$ cat src/rtl/fcsm_pkg.sv
// Package with constants for the flash command host controller
package fcsm_pkg;
    // Register byte offsets
    localparam logic [3:0] REG_CTRL = 4'h0;
    localparam logic [3:0] REG_ADDR = 4'h4;
    localparam logic [3:0] REG_DATA = 4'h8;
    localparam logic [3:0] REG_STAT = 4'hC;
    // Control register fields
    localparam int CTRL_GO_LSB = 0;
    localparam int CTRL_OP_LSB = 1;
    localparam int CTRL_BYTE_BIT = 4;
    localparam int CTRL_UNPROT_BIT = 5;
    // Status register fields
    localparam int STAT_BUSY_BIT = 0;
    localparam int STAT_DONE_BIT = 1;
    localparam int STAT_FAIL_BIT = 2;
    localparam int STAT_RB_BIT = 3;
    // Operation codes
    localparam logic [2:0] OP_READ = 3'h0;
    localparam logic [2:0] OP_RESET = 3'h1;
    localparam logic [2:0] OP_PROGRAM = 3'h2;
    localparam logic [2:0] OP_CHIP_ERASE = 3'h3;
    localparam logic [2:0] OP_AUTOSEL = 3'h4;
    // Command sequence addresses and data
    localparam logic [19:0] UNLOCK1_ADDR_W = 20'h00555;
    localparam logic [19:0] UNLOCK2_ADDR_W = 20'h002AA;
    localparam logic [19:0] UNLOCK1_ADDR_B = 20'h00AAA;
    localparam logic [19:0] UNLOCK2_ADDR_B = 20'h00555;
    localparam logic [15:0] CMD_UNLOCK1 = 16'h00AA;
    localparam logic [15:0] CMD_UNLOCK2 = 16'h0055;
    localparam logic [15:0] CMD_AUTOSEL = 16'h0090;
    localparam logic [15:0] CMD_PROGRAM = 16'h00A0;
    localparam logic [15:0] CMD_ERASE = 16'h0080;
    localparam logic [15:0] CMD_CHIP_ERASE = 16'h0010;
    localparam logic [15:0] CMD_RESET = 16'h00F0;
    // Bus timing in ns and cycles at 100 MHz
    localparam int CLK_NS = 10;
    localparam int SETUP_NS = 20;
    localparam int PULSE_NS = 50;
    localparam int ACCESS_NS = 90;
    localparam int SETUP_CYC = (SETUP_NS + CLK_NS - 1) / CLK_NS;
    localparam int PULSE_CYC = (PULSE_NS + CLK_NS - 1) / CLK_NS;
    localparam int ACCESS_CYC = (ACCESS_NS + CLK_NS - 1) / CLK_NS;
    // Polls before the controller gives up
    localparam int POLL_LIMIT = 65535;
    localparam logic [2:0] ADDR_POLL_BIT = 3'h7;
    localparam int FAIL_FLAG_BIT = 5;
endpackage : fcsm_pkg

$ cat src/rtl/fcsm_cyc_if.sv
// Interface between the sequencer and the bus cycle engine
`timescale 1ns/1ps
`default_nettype none
interface fcsm_cyc_if;
    logic req;
    logic wr;
    logic [19:0] addr;
    logic [15:0] wdata;
    logic done;
    logic [15:0] rdata;
    modport seq (output req, output wr, output addr, output wdata,
                 input done, input rdata);
    modport eng (input req, input wr, input addr, input wdata,
                 output done, output rdata);
endinterface : fcsm_cyc_if
`default_nettype wire

$ cat src/rtl/fcsm_cycle.sv
// Flash bus cycle engine: one write pulse or one timed read
`timescale 1ns/1ps
`default_nettype none
module fcsm_cycle (
    // Clock and reset
    input wire logic clk,
    input wire logic rst_n,
    // Request side
    fcsm_cyc_if.eng cyc,
    // Flash pins
    output logic [19:0] fl_addr,
    output logic [15:0] fl_dq_out,
    output logic fl_dq_oe,
    input wire logic [15:0] fl_dq_in,
    output logic fl_chip_select_n,
    output logic fl_write_strobe_n,
    output logic fl_output_enable_n
);
    typedef enum logic [3:0] {
        C_IDLE = 4'h1, C_SETUP = 4'h2, C_PULSE = 4'h4, C_HOLD = 4'h8
    } fcsm_cst_t;

    fcsm_cst_t st_r, st_nxt;
    logic [7:0] cnt_r, cnt_nxt;
    logic wr_r, wr_nxt;
    logic [19:0] addr_r, addr_nxt;
    logic [15:0] wd_r, wd_nxt;
    logic [15:0] rd_r, rd_nxt;
    logic [15:0] dq_s1_r, dq_s2_r;
    logic done_r, done_nxt;

    always_comb begin
        st_nxt = st_r;
        cnt_nxt = cnt_r;
        wr_nxt = wr_r;
        addr_nxt = addr_r;
        wd_nxt = wd_r;
        rd_nxt = rd_r;
        done_nxt = 1'b0;
        unique case (st_r)
            C_IDLE: begin
                if (cyc.req) begin
                    wr_nxt = cyc.wr;
                    addr_nxt = cyc.addr;
                    wd_nxt = cyc.wdata;
                    cnt_nxt = 8'(fcsm_pkg::SETUP_CYC);
                    st_nxt = C_SETUP;
                end
            end
            C_SETUP: begin
                // Address stable before the strobe falls
                if (cnt_r == 8'h01) begin
                    cnt_nxt = wr_r ? 8'(fcsm_pkg::PULSE_CYC)
                                   : 8'(fcsm_pkg::ACCESS_CYC + 2);
                    st_nxt = C_PULSE;
                end else begin
                    cnt_nxt = cnt_r - 8'h01;
                end
            end
            C_PULSE: begin
                // Reads wait two extra cycles for the pin synchroniser
                if (cnt_r == 8'h01) begin
                    rd_nxt = dq_s2_r;
                    cnt_nxt = 8'(fcsm_pkg::SETUP_CYC);
                    st_nxt = C_HOLD;
                end else begin
                    cnt_nxt = cnt_r - 8'h01;
                end
            end
            C_HOLD: begin
                if (cnt_r == 8'h01) begin
                    done_nxt = 1'b1;
                    st_nxt = C_IDLE;
                end else begin
                    cnt_nxt = cnt_r - 8'h01;
                end
            end
        endcase
    end

    always_ff @(posedge clk or negedge rst_n) begin
        if (!rst_n) begin
            st_r <= C_IDLE;
            cnt_r <= 8'h00;
            wr_r <= 1'b0;
            addr_r <= 20'h00000;
            wd_r <= 16'h0000;
            rd_r <= 16'h0000;
            dq_s1_r <= 16'h0000;
            dq_s2_r <= 16'h0000;
            done_r <= 1'b0;
        end else begin
            st_r <= st_nxt;
            cnt_r <= cnt_nxt;
            wr_r <= wr_nxt;
            addr_r <= addr_nxt;
            wd_r <= wd_nxt;
            rd_r <= rd_nxt;
            dq_s1_r <= fl_dq_in;
            dq_s2_r <= dq_s1_r;
            done_r <= done_nxt;
        end
    end

    // Write only with select and strobe low, output enable high
    // Address set before strobe falls, data held past its rise
    assign fl_chip_select_n = (st_r == C_IDLE);
    assign fl_write_strobe_n = !(wr_r && st_r == C_PULSE);
    assign fl_output_enable_n = !(!wr_r && st_r == C_PULSE);
    assign fl_addr = addr_r;
    assign fl_dq_out = wd_r;
    assign fl_dq_oe = wr_r && st_r != C_IDLE;
    assign cyc.done = done_r;
    assign cyc.rdata = rd_r;
endmodule : fcsm_cycle
`default_nettype wire

$ cat src/rtl/fcsm_host.sv
// Host controller issuing command sequences to a NOR flash
`timescale 1ns/1ps
`default_nettype none
module fcsm_host (
    // Clock and reset
    input wire logic clk,
    input wire logic rst_n,
    // Software register port
    input wire logic [3:0] sw_addr,
    input wire logic [31:0] sw_wdata,
    input wire logic sw_wr,
    input wire logic sw_rd,
    output logic [31:0] sw_rdata,
    // Flash pins
    output logic [19:0] fl_addr,
    output logic [15:0] fl_dq_out,
    output logic fl_dq_oe,
    input wire logic [15:0] fl_dq_in,
    output logic fl_chip_select_n,
    output logic fl_write_strobe_n,
    output logic fl_output_enable_n,
    output logic fl_byte_mode,
    output logic fl_reset_high_voltage,
    input wire logic fl_ready_busy_n
);
    typedef enum logic [5:0] {
        S_IDLE = 6'h01, S_SEQ = 6'h02, S_POLL = 6'h04,
        S_CHECK = 6'h08, S_RECOVER = 6'h10, S_FINISH = 6'h20
    } fcsm_st_t;

    fcsm_cyc_if cyc ();

    fcsm_st_t st_r, st_nxt;
    logic [2:0] op_r, op_nxt;
    logic [2:0] step_r, step_nxt;
    logic [19:0] addr_r, addr_nxt;
    logic [15:0] data_r, data_nxt;
    logic [15:0] rdata_r, rdata_nxt;
    logic byte_r, byte_nxt;
    logic unprot_r, unprot_nxt;
    logic busy_r, done_r, done_nxt, fail_r, fail_nxt;
    logic req_r, req_nxt;
    logic [16:0] poll_cnt_r, poll_cnt_nxt;
    logic rb_s1_r, rb_s2_r;
    logic [31:0] sw_rdata_r, sw_rdata_nxt;

    // Address/data of one write in a command sequence
    function automatic logic [35:0] seq_word(input logic [2:0] op,
            input logic [2:0] step, input logic bm,
            input logic [19:0] a, input logic [15:0] d);
        logic [19:0] u1;
        logic [19:0] u2;
        u1 = bm ? fcsm_pkg::UNLOCK1_ADDR_B : fcsm_pkg::UNLOCK1_ADDR_W;
        u2 = bm ? fcsm_pkg::UNLOCK2_ADDR_B : fcsm_pkg::UNLOCK2_ADDR_W;
        unique case (step)
            3'h0: seq_word = {u1, fcsm_pkg::CMD_UNLOCK1};
            3'h1: seq_word = {u2, fcsm_pkg::CMD_UNLOCK2};
            3'h2: seq_word = {u1, (op == fcsm_pkg::OP_PROGRAM) ?
                fcsm_pkg::CMD_PROGRAM : (op == fcsm_pkg::OP_AUTOSEL) ?
                fcsm_pkg::CMD_AUTOSEL : fcsm_pkg::CMD_ERASE};
            // Fourth write of a program carries target address and data
            3'h3: seq_word = (op == fcsm_pkg::OP_PROGRAM) ? {a, d}
                : {u1, fcsm_pkg::CMD_UNLOCK1};
            3'h4: seq_word = {u2, fcsm_pkg::CMD_UNLOCK2};
            default: seq_word = {u1, fcsm_pkg::CMD_CHIP_ERASE};
        endcase
    endfunction : seq_word

    // Number of writes in a sequence
    function automatic logic [2:0] seq_len(input logic [2:0] op);
        unique case (op)
            fcsm_pkg::OP_RESET: seq_len = 3'h1;
            fcsm_pkg::OP_AUTOSEL: seq_len = 3'h3;
            fcsm_pkg::OP_PROGRAM: seq_len = 3'h4;
            fcsm_pkg::OP_CHIP_ERASE: seq_len = 3'h6;
            default: seq_len = 3'h0;
        endcase
    endfunction : seq_len

    logic [35:0] word;
    assign word = seq_word(op_r, step_r, byte_r, addr_r, data_r);

    always_comb begin
        st_nxt = st_r;
        op_nxt = op_r;
        step_nxt = step_r;
        addr_nxt = addr_r;
        data_nxt = data_r;
        rdata_nxt = rdata_r;
        byte_nxt = byte_r;
        unprot_nxt = unprot_r;
        done_nxt = done_r;
        fail_nxt = fail_r;
        req_nxt = 1'b0;
        poll_cnt_nxt = poll_cnt_r;
        sw_rdata_nxt = 32'h00000000;
        if (sw_rd) begin
            unique case (sw_addr)
                fcsm_pkg::REG_CTRL: sw_rdata_nxt = 32'({unprot_r, byte_r,
                    op_r, 1'b0});
                fcsm_pkg::REG_ADDR: sw_rdata_nxt = 32'(addr_r);
                fcsm_pkg::REG_DATA: sw_rdata_nxt = 32'(rdata_r);
                fcsm_pkg::REG_STAT: sw_rdata_nxt = 32'({rb_s2_r, fail_r,
                    done_r, busy_r});
                default: sw_rdata_nxt = 32'h00000000;
            endcase
        end
        // Configuration writes are taken only while idle
        if (sw_wr && st_r == S_IDLE) begin
            unique case (sw_addr)
                fcsm_pkg::REG_ADDR: addr_nxt = sw_wdata[19:0];
                fcsm_pkg::REG_DATA: data_nxt = sw_wdata[15:0];
                fcsm_pkg::REG_CTRL: begin
                    byte_nxt = sw_wdata[fcsm_pkg::CTRL_BYTE_BIT];
                    unprot_nxt = sw_wdata[fcsm_pkg::CTRL_UNPROT_BIT];
                    op_nxt = sw_wdata[fcsm_pkg::CTRL_OP_LSB +: 3];
                    if (sw_wdata[fcsm_pkg::CTRL_GO_LSB]) begin
                        done_nxt = 1'b0;
                        fail_nxt = 1'b0;
                        step_nxt = 3'h0;
                        poll_cnt_nxt = 17'h00000;
                        st_nxt = S_SEQ;
                        req_nxt = 1'b1;
                    end
                end
                default: ;
            endcase
        end
        unique case (st_r)
            S_IDLE: ;
            S_SEQ: begin
                if (cyc.done) begin
                    if (step_r == seq_len(op_r)) begin
                        // Final read completes a plain or ID read
                        rdata_nxt = cyc.rdata;
                        st_nxt = S_FINISH;
                    end else if (step_r + 3'h1 == seq_len(op_r) &&
                            (op_r == fcsm_pkg::OP_PROGRAM ||
                             op_r == fcsm_pkg::OP_CHIP_ERASE)) begin
                        st_nxt = S_POLL;
                        req_nxt = 1'b1;
                    end else if (step_r + 3'h1 == seq_len(op_r) &&
                            op_r == fcsm_pkg::OP_RESET) begin
                        st_nxt = S_FINISH;
                    end else begin
                        step_nxt = step_r + 3'h1;
                        req_nxt = 1'b1;
                    end
                end
            end
            S_POLL: begin
                // Only reads while busy; writes would be ignored
                if (cyc.done) begin
                    rdata_nxt = cyc.rdata;
                    poll_cnt_nxt = poll_cnt_r + 17'h00001;
                    st_nxt = S_CHECK;
                end
            end
            S_CHECK: begin
                // Poll flag shows true data bit when complete
                if (op_r == fcsm_pkg::OP_PROGRAM &&
                        rdata_r[fcsm_pkg::ADDR_POLL_BIT] ==
                        data_r[fcsm_pkg::ADDR_POLL_BIT]) begin
                    st_nxt = S_FINISH;
                end else if (op_r == fcsm_pkg::OP_CHIP_ERASE &&
                        rdata_r[fcsm_pkg::ADDR_POLL_BIT]) begin
                    st_nxt = S_FINISH;
                // Timeout flag or no progress: write reset
                end else if (rdata_r[fcsm_pkg::FAIL_FLAG_BIT] ||
                        poll_cnt_r == 17'(fcsm_pkg::POLL_LIMIT)) begin
                    fail_nxt = 1'b1;
                    op_nxt = fcsm_pkg::OP_RESET;
                    step_nxt = 3'h0;
                    st_nxt = S_RECOVER;
                    req_nxt = 1'b1;
                end else begin
                    st_nxt = S_POLL;
                    req_nxt = 1'b1;
                end
            end
            S_RECOVER: begin
                if (cyc.done) begin
                    st_nxt = S_FINISH;
                end
            end
            S_FINISH: begin
                done_nxt = 1'b1;
                st_nxt = S_IDLE;
            end
            default: st_nxt = S_IDLE;
        endcase
    end

    assign busy_r = (st_r != S_IDLE);

    always_ff @(posedge clk or negedge rst_n) begin
        if (!rst_n) begin
            st_r <= S_IDLE;
            op_r <= fcsm_pkg::OP_READ;
            step_r <= 3'h0;
            addr_r <= 20'h00000;
            data_r <= 16'h0000;
            rdata_r <= 16'h0000;
            byte_r <= 1'b0;
            unprot_r <= 1'b0;
            done_r <= 1'b0;
            fail_r <= 1'b0;
            req_r <= 1'b0;
            poll_cnt_r <= 17'h00000;
            rb_s1_r <= 1'b1;
            rb_s2_r <= 1'b1;
            sw_rdata_r <= 32'h00000000;
        end else begin
            st_r <= st_nxt;
            op_r <= op_nxt;
            step_r <= step_nxt;
            addr_r <= addr_nxt;
            data_r <= data_nxt;
            rdata_r <= rdata_nxt;
            byte_r <= byte_nxt;
            unprot_r <= unprot_nxt;
            done_r <= done_nxt;
            fail_r <= fail_nxt;
            req_r <= req_nxt;
            poll_cnt_r <= poll_cnt_nxt;
            rb_s1_r <= fl_ready_busy_n;
            rb_s2_r <= rb_s1_r;
            sw_rdata_r <= sw_rdata_nxt;
        end
    end

    // Writes for sequence steps and the recovery reset, reads otherwise
    assign cyc.req = req_r;
    assign cyc.wr = (st_r == S_SEQ && step_r < seq_len(op_r)) ||
                    st_r == S_RECOVER;
    assign cyc.addr = (st_r == S_SEQ && step_r < seq_len(op_r)) ?
                      word[35:16] : addr_r;
    assign cyc.wdata = (op_r == fcsm_pkg::OP_RESET) ? fcsm_pkg::CMD_RESET
                       : word[15:0];

    // Cycle engine keeps strobes high out of reset
    fcsm_cycle u_cycle (
        .clk(clk),
        .rst_n(rst_n),
        .cyc(cyc.eng),
        .fl_addr(fl_addr),
        .fl_dq_out(fl_dq_out),
        .fl_dq_oe(fl_dq_oe),
        .fl_dq_in(fl_dq_in),
        .fl_chip_select_n(fl_chip_select_n),
        .fl_write_strobe_n(fl_write_strobe_n),
        .fl_output_enable_n(fl_output_enable_n)
    );

    assign fl_byte_mode = byte_r;
    assign fl_reset_high_voltage = unprot_r;
    assign sw_rdata = sw_rdata_r;
endmodule : fcsm_host
`default_nettype wire

$ cat config.mk
export PLATFORM = sky130hd
export DESIGN_NAME = fcsm_host
export DESIGN_NICKNAME = d
export VERILOG_FILES = /design/src/rtl/fcsm_pkg.sv /design/src/rtl/fcsm_cyc_if.sv /design/src/rtl/fcsm_cycle.sv /design/src/rtl/fcsm_host.sv
export SDC_FILE = /design/constraint.sdc
export NUM_CORES = 1
export LEC_CHECK = 0
export BUFFER_PORTS_ARGS = -buffer_cell sky130_fd_sc_hd__buf_2
export CELL_PAD_IN_SITES_DETAIL_PLACEMENT = 1
export CELL_PAD_IN_SITES_GLOBAL_PLACEMENT = 1
export CORE_MARGIN = 3
export CORE_UTILIZATION = 41
export DETAILED_ROUTE_END_ITERATION = 6
export PLACE_DENSITY_LB_ADDON = 0.1
export SYNTH_ARGS = -nofsm -noshare
export SYNTH_HDL_FRONTEND = slang
export SYNTH_SLANG_ARGS = --single-unit
$ cat constraint.sdc
create_clock -name clk -period 2.64 [get_ports clk]
set_input_delay 0.396 -clock clk [delete_from_list [all_inputs] [get_ports clk]]
set_output_delay 0.396 -clock clk [all_outputs]
set_load 0.02 [all_outputs]
==> results_dict.tcl <==
set metrics [dict create \
    cts-root-buf "clkbuf_16" \
    antenna_found_initial 1 \
    die_w_um 155 \
    worst_setup_path_end_kind "register" \
    async_flop_share_pct 100 \
    ys_seq_area_share_pct 56.9 \
    tightest_slew_ns 0.891 \
    synth_top_area_cell "dfrtp_1" \
    clock_latency_ns 0.51 \
    routedWlPerCell_um 20.6 \
    grt_pass1_vias 7313 \
    finalSetupViolations 0 \
    setup-tns-final_ns 0 \
    finalCoreUtilization_pct 51.5 \
    worst-path-max-fanout 6 \
    num_io_pins 131 \
    setup_slack_ns 0.137 \
    path_class "register to register" \
    grt_use_met3_pct 2.91 \
    rsz0062_at_grt "false" \
    vdd_drop_max_v 0.000522 \
    port_buffers 106 \
    busiest_layer "met2" \
    synth_edf_count 0 \
    period_minus_slack_ns 2.50 \
    ant_nets 0 \
    vias 6704 \
    use_met2_pct 36.0 \
    drtPass1Iterations 4 \
    p_leak_nw 5.17 \
    place_ws_ns 0.159 \
    clock-sinks 206 \
    critPathLaunchType "register" \
    num-fill-cells 2273 \
    finalCritPeriodShare_pct 94.8 \
    routed_wirelength_um 24700 \
    r2r_slack_ns 0.14 \
    grt_overflow_total 0 \
    ff_latch_area_um2 5160 \
    place.gp.congestion 0.849 \
    viasPerCell 5.61 \
    status "finished clean" \
    postCtsSetupBuffers 0 \
    r2r-end "u_cycle.fl_addr[5]" \
    grtUsageMet1_pct 27.4 \
    whs_ns 0.138 \
    gr-usage-all-layers_pct 20.7 \
    mostFrequentLayoutCells "dfrtp_1 (202), buf_2 (105), mux2_2 (76), nand2_1 (49), nor2_1 (40)" \
    hold_depth 2 \
    min_path_type "input pin to register" \
    core_area_um2 21400 \
    max_freq_mhz 400 \
    synthFlopType "dfrtp_1" \
    grt_start_max_net_pins 79 \
    start_util_pct 42.4 \
    finalHoldViolations 0 \
    finClkSkew_ns 0.0111 \
    syn_inst 762 \
    synth_top_cell_area_share_pct 55.8 \
    max-cap-violations 0 \
    synthTopCellsByArea "dfrtp_1 (56%), mux2_2 (9.4%), mux2i_1 (2.3%)" \
    die_area_um2 23900 \
    powerDensity_nw_per_um2 865 \
    hold_end "addr_r[17]" \
    cts_buffers 24 \
    clockBufferDepth 3 \
    cts-htree-levels 1 \
    synth_cell_types 73 \
    multi_input_area_um2 3590 \
    yosys_register_bits 206 \
    crit_required_ns 3.00 \
    hp-start "sw_wdata[17]" \
    syn_area_per_cell_um2 11.9 \
    cts_tree "yes" \
    grt_pass1_wl_um 40000 \
    dp_cells 1140 \
    r2r_start "step_r[1]" \
    final_common_cell "dfrtp_1" \
    dp_hpwl_um 17500 \
    clk_pin_slew_ns 0.06 \
    row_count 53 \
    worstPathArrival_ns 2.86 \
    final_max_slew_viol_count 0 \
    drive_above_1_share_pct 29.7 \
    ff2ff_path_depth 6 \
    syn-cell-area_um2 9060 \
    yosys_warnings 0 \
    fin_cells 1196 \
    area_growth_pct 21.3 \
    relSlewSlack_pct 39.8 \
    die_y_um 155 \
    drc 0 \
    drt_iter0_markers 323 \
    final_nets 978 \
]
-- synth_stat cells, drive strengths merged (6+ instances only) --
| cell type | n |
|---|---|
| nand3 | 17 |
| nor3 | 12 |
| o221ai | 13 |
| a22o | 18 |
| dfrtp | 202 |
| clkbuf | 32 |
| a311oi | 6 |
| o31ai | 10 |
| a211oi | 11 |
| nand2b | 11 |
| nor2 | 41 |
| ha | 12 |
| a21oi | 21 |
| nor4 | 9 |
| nand2 | 49 |
| and3 | 6 |
| mux2 | 76 |
| o21ai | 28 |
| a22oi | 10 |
| mux2i | 21 |
| buf | 18 |
| inv | 30 |
| or4 | 10 |
-- how the worst max path moves through the flow --
stage | end | start | cells after the start
4_1_cts | poll_cnt_r[12] | st_r[5] | 4
6_report | u_cycle.fl_addr[5] | step_r[1] | 6
5_1_grt | u_cycle.fl_addr[6] | op_r[2] | 7
3_3_place_gp | step_r[0] | step_r[0] | 6
2_1_floorplan | u_cycle.fl_addr[0] | step_r[2] | 9
3_5_place_dp | poll_cnt_r[12] | st_r[5] | 4
-- area by class of cell --
cell class / count / share of cell area [%]
flip-flops and latches: 206 / 46.9
multi-input cells: 487 / 32.6
repair buffers: 160 / 9.35
clock buffers: 34 / 6.55
well taps: 275 / 3.13
inverters: 30 / 1.02
clock inverters: 3 / 0.364
diodes: 1 / 0.0228
-- metal layers --
layer / up-vias / part of all wire (%) / routed length, um
met3: 30 / 3.7 / 919
met4: 0 / 1.7 / 424
met5: - / 0 / 0
li1: 3081 / - / -
met1: 3451 / 43 / 10700
met2: 142 / 51 / 12600
-- power by group --
| part | switching, mW | internal, mW |
|---|---|---|
| Clock | 1.25 | 1.96 |
| Combinational | 1.15 | 0.937 |
| Sequential | 0.514 | 3.69 |
| Total | 2.91 | 6.59 |
-- logic make-up after synthesis --
group / share of synthesized area, %
XOR/XNOR: 0.676
AND/OR/NAND/NOR: 11.7
multiplexers: 11.8
AO/OA/AOI/OAI: 13.2
flip-flops: 56.9
other: 0.0414
adder cells (fa/ha/maj): 1.66
buffers and inverters: 4.10
-- state kept, by name, indices dropped and copies added (netlist names), 3 cells and up --
register and cells:
addr_r 20, sw_rdata 20, u_cycle.fl_addr 20, poll_cnt_r 17, data_r 16, rdata_r 16, u_cycle.cyc.rdata 16, u_cycle.dq_s1_r 16
u_cycle.dq_s2_r 16, u_cycle.fl_dq_out 16, u_cycle.cnt_r 8, st_r 6, u_cycle.st_r 4, op_r 3, step_r 3
-- through the flow --
| step | power (mW) | area [um2] |
|---|---|---|
| final | 9.51 | 11000 |
| after global routing | 10.1 | 11000 |
| after CTS | 9.61 | 11000 |
| after detailed placement | 6.33 | 10000 |
| after global placement | 6.19 | 10000 |
| after floorplan | 5.56 | 9110 |
-- worst max-delay path: stages (launching register included) --
cell      delay, ns
dfrtp_1        0.43
ha_1           0.22
ha_1           0.20
or4b_2         0.66
o21ai_1        0.29
a2111o_1       0.37
o221ai_1       0.19
-- repair_timing --
item                       CTS  global route
resized for setup            0             1
hold buffers                18             0
hold endpoints to repair    89             0
setup endpoints to repair    0             3
Power figures use the tool's default switching activity.
